**src/common/cms_cfg.svh**
```systemverilog
// Operation
// - Interrupt abandons load or store multiple
// - Interrupt abandons iterative multiply in progress
// - Abandoned instruction restarts from first step
// - Mask bit via move and state-change
// - Mask bit blocks configurable-priority exception activation
// - Stack-select bit one selects process stack
// - Handler mode reads zero, ignores writes
// - Handler mode always uses main stack
// - Exception entry and return update select
// - Reset uses main; write one selects process
// - All exceptions but reset in Handler mode
// - Fetch and peripheral-bus accesses little-endian
// - Reset clears mask and select registers
// - Reset loads main stack from address zero
`ifndef CMS_CFG_SVH
`define CMS_CFG_SVH
// ----------------------------------------
// Special register selectors
// ----------------------------------------
`define CMS_SEL_MASK      1'b0
`define CMS_SEL_STACK     1'b1
// ----------------------------------------
// Field positions and reset values
// ----------------------------------------
`define CMS_MASK_BIT      0
`define CMS_STACK_BIT     1
`define CMS_RESET_VALUE   32'h0000_0000
`define CMS_SP_VECTOR     32'h0000_0000
`define CMS_BIG_ENDIAN    1'b0
`define CMS_MUL_CYCLES    6'h20
`endif

```
**src/common/cms_pkg.sv**
```systemverilog
package cms_pkg;
   typedef enum logic [1:0] {
      CMS_RESET_FETCH,
      CMS_RESET_WAIT,
      CMS_RUN
   } cms_boot_t;
endpackage : cms_pkg

```
**src/rtl/cms_mul_seq.sv**
```systemverilog
`timescale 1ns/10ps
`include "cms_cfg.svh"
// ----------------------------------------
// Iterative multiplier sequencer, abandonable
// ----------------------------------------
module cms_mul_seq
   import cms_pkg::*;
#(
   parameter logic [5:0] CYCLES = `CMS_MUL_CYCLES
) (
   input  wire logic       ref_clk,
   input  wire logic       resetn,
   input  wire logic       start,
   input  wire logic       abandon,
   output logic            busy,
   output logic            done
);
   typedef struct packed {
      logic       busy;
      logic       done;
      logic [5:0] cnt;
   } cms_mul_state_t;

   cms_mul_state_t st_r;
   cms_mul_state_t st_nxt;

   always_comb begin
      st_nxt      = st_r;
      st_nxt.done = 1'b0;
      if (st_r.busy && abandon) begin
         st_nxt.busy = 1'b0;
         st_nxt.cnt  = 6'h00;
      end else if (st_r.busy) begin
         if (st_r.cnt == CYCLES - 6'h01) begin
            st_nxt.busy = 1'b0;
            st_nxt.done = 1'b1;
            st_nxt.cnt  = 6'h00;
         end else begin
            st_nxt.cnt = st_r.cnt + 6'h01;
         end
      end else if (start && !abandon) begin
         st_nxt.busy = 1'b1;
         st_nxt.cnt  = 6'h00;
      end
   end

   always_ff @(posedge ref_clk) begin
      if (!resetn) begin
         st_r <= '0;
      end else begin
         st_r <= st_nxt;
      end
   end

   assign busy = st_r.busy;
   assign done = st_r.done;
endmodule : cms_mul_seq

```
**src/rtl/cms_core_state.sv**
```systemverilog
`timescale 1ns/10ps
`include "cms_cfg.svh"
module cms_core_state
   import cms_pkg::*;
(
   input  wire logic        ref_clk,
   input  wire logic        resetn,
   // Special register moves
   input  wire logic        msr_valid,
   input  wire logic        msr_sel,
   input  wire logic [31:0] msr_data,
   input  wire logic        mrs_sel,
   // State change instruction
   input  wire logic        cps_valid,
   input  wire logic        cps_disable,
   // Exception sequencing
   input  wire logic        exc_req,
   input  wire logic        exc_req_configurable,
   input  wire logic        exc_entry,
   input  wire logic        exc_return,
   input  wire logic        exc_ret_stack,
   // Instruction in flight
   input  wire logic        irq_arrive,
   input  wire logic        multi_busy,
   input  wire logic        mul_start,
   input  wire logic [31:0] instr_addr,
   // Reset vector fetch
   input  wire logic        vec_ack,
   input  wire logic [31:0] vec_data,
   // Outputs
   output logic [31:0]      mrs_data,
   output logic             exc_activate,
   output logic             handler_mode,
   output logic             use_process_sp,
   output logic             abandon,
   output logic [31:0]      return_addr,
   output logic             mul_busy,
   output logic             mul_done,
   output logic             vec_req,
   output logic [31:0]      vec_addr,
   output logic [31:0]      main_sp_init,
   output logic             main_sp_load,
   output logic             fetch_big_endian
);
   // ----------------------------------------
   // State
   // ----------------------------------------
   typedef struct packed {
      cms_boot_t   boot;
      logic        mask;
      logic        stack_sel;
      logic        handler;
      logic [31:0] mrs_data;
      logic        exc_act;
      logic        use_psp;
      logic        abandon;
      logic [31:0] ret_addr;
      logic        vec_req;
      logic [31:0] sp_init;
      logic        sp_load;
      logic [31:0] vec_addr;
      logic        big_end;
   } cms_state_t;

   cms_state_t st_r;
   cms_state_t st_nxt;
   logic       mul_busy_w;
   logic       mul_done_w;
   logic       irq_hit;

   cms_mul_seq u_mul (
      .ref_clk (ref_clk),
      .resetn  (resetn),
      .start   (mul_start),
      .abandon (irq_arrive),
      .busy    (mul_busy_w),
      .done    (mul_done_w)
   );

   assign irq_hit = irq_arrive && (multi_busy || mul_busy_w);

   // ----------------------------------------
   // Next state
   // ----------------------------------------
   always_comb begin
      st_nxt         = st_r;
      st_nxt.sp_load = 1'b0;
      st_nxt.abandon = 1'b0;
      case (st_r.boot)
         CMS_RESET_FETCH: begin
            st_nxt.vec_req = 1'b1;
            st_nxt.boot    = CMS_RESET_WAIT;
         end
         CMS_RESET_WAIT: begin
            if (vec_ack) begin
               st_nxt.vec_req = 1'b0;
               st_nxt.sp_init = vec_data;
               st_nxt.sp_load = 1'b1;
               st_nxt.boot    = CMS_RUN;
            end
         end
         CMS_RUN: begin
            if (msr_valid && msr_sel == `CMS_SEL_MASK) begin
               st_nxt.mask = msr_data[`CMS_MASK_BIT];
            end
            if (cps_valid) begin
               st_nxt.mask = cps_disable;
            end
            if (msr_valid && msr_sel == `CMS_SEL_STACK && !st_r.handler) begin
               st_nxt.stack_sel = msr_data[`CMS_STACK_BIT];
            end
            if (irq_hit) begin
               st_nxt.abandon  = 1'b1;
               st_nxt.ret_addr = instr_addr;
            end
            if (exc_return) begin
               st_nxt.handler   = 1'b0;
               st_nxt.stack_sel = exc_ret_stack;
            end
            if (exc_entry) begin
               st_nxt.handler   = 1'b1;
               st_nxt.stack_sel = 1'b0;
            end
         end
         default: st_nxt.boot = CMS_RESET_FETCH;
      endcase
      st_nxt.exc_act  = exc_req && !(exc_req_configurable && st_r.mask);
      st_nxt.use_psp  = st_nxt.stack_sel && !st_nxt.handler;
      st_nxt.vec_addr = `CMS_SP_VECTOR;
      st_nxt.big_end  = `CMS_BIG_ENDIAN;
      st_nxt.mrs_data = `CMS_RESET_VALUE;
      if (mrs_sel == `CMS_SEL_MASK) begin
         st_nxt.mrs_data[`CMS_MASK_BIT] = st_nxt.mask;
      end else begin
         st_nxt.mrs_data[`CMS_STACK_BIT] = st_nxt.stack_sel && !st_nxt.handler;
      end
   end

   always_ff @(posedge ref_clk) begin
      if (!resetn) begin
         st_r      <= '0;
         st_r.boot <= CMS_RESET_FETCH;
      end else begin
         st_r <= st_nxt;
      end
   end

   // ----------------------------------------
   // Outputs
   // ----------------------------------------
   assign mrs_data         = st_r.mrs_data;
   assign exc_activate     = st_r.exc_act;
   assign handler_mode     = st_r.handler;
   assign use_process_sp   = st_r.use_psp;
   assign abandon          = st_r.abandon;
   assign return_addr      = st_r.ret_addr;
   assign mul_busy         = mul_busy_w;
   assign mul_done         = mul_done_w;
   assign vec_req          = st_r.vec_req;
   assign vec_addr         = st_r.vec_addr;
   assign main_sp_init     = st_r.sp_init;
   assign main_sp_load     = st_r.sp_load;
   assign fetch_big_endian = st_r.big_end;
endmodule : cms_core_state

```
**config.mk**
```make
export PLATFORM = sky130hd
export DESIGN_NAME = cms_core_state
export DESIGN_NICKNAME = d
export VERILOG_FILES = /design/src/common/cms_pkg.sv /design/src/rtl/cms_mul_seq.sv /design/src/rtl/cms_core_state.sv
export VERILOG_INCLUDE_DIRS = /design/src /design/src/common
export SDC_FILE = /design/constraint.sdc
export NUM_CORES = 1
export LEC_CHECK = 0
export ABC_CLOCK_PERIOD_IN_PS = 2200
export BUFFER_PORTS_ARGS = -buffer_cell sky130_fd_sc_hd__buf_2
export CAP_MARGIN = 20
export CORE_ASPECT_RATIO = 0.75
export CORE_MARGIN = 2
export CORE_UTILIZATION = 47
export CTS_CLUSTER_SIZE = 16
export DETAILED_ROUTE_END_ITERATION = 10
export GPL_TIMING_DRIVEN = 0
export HOLD_SLACK_MARGIN = 0.15
export PLACE_DENSITY = 0.95
export SLEW_MARGIN = 20
export SYNTH_ARGS = -nofsm -noshare
export SYNTH_HDL_FRONTEND = slang
export SYNTH_SLANG_ARGS = --single-unit
```
**constraint.sdc**
```tcl
create_clock -name ref_clk -period 2.2 [get_ports ref_clk]
set_input_delay 0.11 -clock ref_clk [delete_from_list [all_inputs] [get_ports ref_clk]]
set_output_delay 0.11 -clock ref_clk [all_outputs]
set_load 0.05 [all_outputs]
```
==> results.yml <==
clocking:
  clk_pin_slew_ns: 0.06
  cts.sinks: 84
  cts_buffers: 9
  h-tree-depth: 3
  clkLatencyLatePin_ns: 0.32
  clock_path_buffers: 2
  cts.repair.resized: 0
  cts-root-buf: "clkbuf_16"
  cts_tree: "done"
detailed_routing:
  drt_iter0_markers: 301
  wire_per_inst_um: 13.51
  vias: 4288
  detail-route-antenna-nets: 0
  remaining_drc_errors: 0
  routed_via_density: 4.651
  dr.pass1.iters: 5
  routed_wirelength_mm: 12.46
worst_setup_path:
  cp-start-kind: "register"
  r2r_setup_slack_ns: 0.20
  slowest_delay_ns: 0.64
  crit_required_ns: 2.44
  crit_top_cell: "o21ai_0"
  crit_slowest_cell: "o21ai_0"
  path_cells: "buf_2 -> o21ai_0 -> clkbuf_1 -> o21ai_0 -> a21oi_1"
  endpoint_kind: "register"
  r2r_start: "u_mul.busy"
  reg2reg_depth: 5
  worstSetupPathType: "reg -> reg"
  worstReg2RegEnd: "return_addr[20]"
  arrival_ns: 2.24
  crit_path_max_fanout: 10
hold_path:
  min_to: "u_mul.st_r[5]"
  min_from: "irq_arrive"
  min_path_type: "in -> reg"
  holdPathStages: 3
power_and_ir_drop:
  power_leakage_nw: 3.153
  power.density_nw_per_um2: 662.8
  vdd_ir_drop_max_v: 0.0004477
layout:
  areaGrowthSynthToFinish_pct: 52.23
  drive_gt1_share_pct: 38.57
  antennaDiodeCount: 0
  fillers: 617
  stdcell_area_um2: 6331
  nets: 922
  register_area_um2: 1682
  multiInputGateArea_um2: 1575
timing:
  fmax_ghz: 0.5002
  relSlewSlack_pct: 47.69
  max_slew.worst_pin.slew_ns: 0.7764
  hold_violations: 0
  finClkSkew_ns: 0.008157
  finalSetupViolCount: 0
  rsz0062_at_grt: "false"
  fin_setup_tns_ns: 0
  final_max_slew_viol_count: 0
  fin_crit_sh_pct: 90.87
  period_minus_slack_ns: 1.999
place:
  dp_hpwl_mm: 7.689
  place_area_um2: 5303
  place.gp.congestion: 0.8727
  portBuffers: 155
die:
  core_um2: 8527
  ios: 249
  die-width_um: 112.6
  die_area_um2: 9625
  die_y_um: 85.47
  rows: 29
  start_util_pct: 48.77
outcome:
  status: "complete, no violations"
logic_synthesis:
  synth.most_common_cell: "buf_4"
  synthTopCellsByCount: "129 x buf_4, 84 x dfxtp_1, 71 x a21oi_1, 68 x nand2_1, 35 x nand3_1"
  synth_area_leader_cell: "dfxtp_1"
  ys_ff_latch: 84
  synth_area_leaders: "dfxtp_1 40%, buf_4 23%, a21oi_1 8.5%"
  yosysTopAreaCellShare_pct: 40.43
  netlist_instances: 511
  synth_area_um2: 4159
  synth-seq-area-share_pct: 40.43
  ys_types: 40
  synth_edf_count: 0
  yosysWarnings: 0
  async_flop_share_pct: 0
  synth_ff_type: "dfxtp_1"
  avgSynthCellArea_um2: 8.139
grt:
  grt_pass1_vias: 4054
  grt_pass1_wl_mm: 19.29
  grt_max_degree: 15
  grt-ovfl-total: 0
  gr-usage-all-layers_pct: 25.18
  antenna_found_initial: 0
run:
  max_cap_violations: 0
[where the power goes]
part / leakage [nW] / switching, W / internal, W
combinational: 2.32 / 0.000632 / 0.000346
clock: 0.156 / 0.000595 / 0.00103
sequential: 0.681 / 0.0000242 / 0.00157
total: 3.15 / 0.00125 / 0.00294
[per-stage QoR]
| stage | hold WS [ns] | total power (W) | util [%] | setup slack, ns | std cells |
|---|---|---|---|---|---|
| after CTS | 0.1862 | 0.004196 | 74.25 | 0.3451 | 922 |
| after global placement | 0.2861 | 0.002474 | 62.19 | 0.4034 | 836 |
| final | 0.1986 | 0.004196 | 74.25 | 0.2008 | 922 |
| after detailed placement | 0.2905 | 0.002482 | 62.19 | 0.3595 | 836 |
| after floorplan | 0.1931 | 0.002312 | - | 0.5754 | 573 |
| after global routing | 0.2198 | 0.004356 | 74.25 | 0.05717 | 922 |
[layout by cell type (no fill, tap or decap), types with 3 or more instances in the layout]
| master | count |
|---|---|
| a211oi_1 | 4 |
| a21oi_1 | 71 |
| buf_1 | 3 |
| buf_2 | 162 |
| buf_4 | 129 |
| clkbuf_1 | 21 |
| clkbuf_16 | 9 |
| conb_1 | 63 |
| dfxtp_1 | 84 |
| dlygate4sd3_1 | 70 |
| inv_1 | 6 |
| nand2_1 | 68 |
| nand2b_1 | 3 |
| nand3_1 | 35 |
| nand3b_1 | 4 |
| nor2_1 | 7 |
| nor2b_1 | 5 |
| o21ai_0 | 34 |
[flip-flops by register name, summed over array words and instances, names as in the netlist]
name	cells
u_mul.done	1
st_r	4
vec_req	1
exc_activate	1
abandon	1
main_sp_init	32
return_addr	32
main_sp_load	1
u_mul.busy	1
u_mul.st_r	6
mrs_data	2
handler_mode	1
use_process_sp	1
[worst max path at each step]
stage                       to  cells after the start  slack (ns)  startpoint
2_1_floorplan  return_addr[11]                      5        0.58  u_mul.busy
3_3_place_gp   return_addr[29]                      5        0.40  u_mul.busy
3_5_place_dp   return_addr[13]                      5        0.36  u_mul.busy
4_1_cts        return_addr[13]                      5        0.35  u_mul.busy
5_1_grt        return_addr[21]                      5        0.06  u_mul.busy
6_report       return_addr[20]                      5        0.20  u_mul.busy
[repair_timing]
action                                 4_1_cts  5_1_grt
hold buffers                                70        0
buffers inserted                             0        0
endpoints found under the hold margin       72        0
[layer usage]
metal	vias to the layer above	routed length (um)	track usage, %
met2	178	6645	48.07
met4	0	362	8.647
met3	34	646	5.714
met5	-	0	0
li1	2124	-	-
met1	1952	4805	27.41
[cells by family after synthesis]
family	after synthesis	share of synthesized area, %
fa+ha+maj	1	0.3008
compound gates	121	15.88
other cells	1	0.09017
buf+inv	167	27.29
simple gates	135	15.52
mux	1	0.2707
flops	84	40.43
xor+xnor	1	0.2106
[final cells by class]
| type | instances | area share, % |
|---|---|---|
| clock buffer | 11 | 3.834 |
| clock inverter | 5 | 1.344 |
| multi-input combinational | 322 | 24.88 |
| tap | 108 | 2.134 |
| buffer | 161 | 17.57 |
| timing repair buffer | 225 | 23.32 |
| inverter | 6 | 0.3557 |
| sequential | 84 | 26.56 |
[critical path, delay by kind of cell, from the launching register on]
family | cells | cell delay [ns]
AOI/OAI and AO/OA | 3 | 1.04
DFF | 1 | 0.31
buffers and inverters | 2 | 0.55
(Power assumes the default switching activity.)
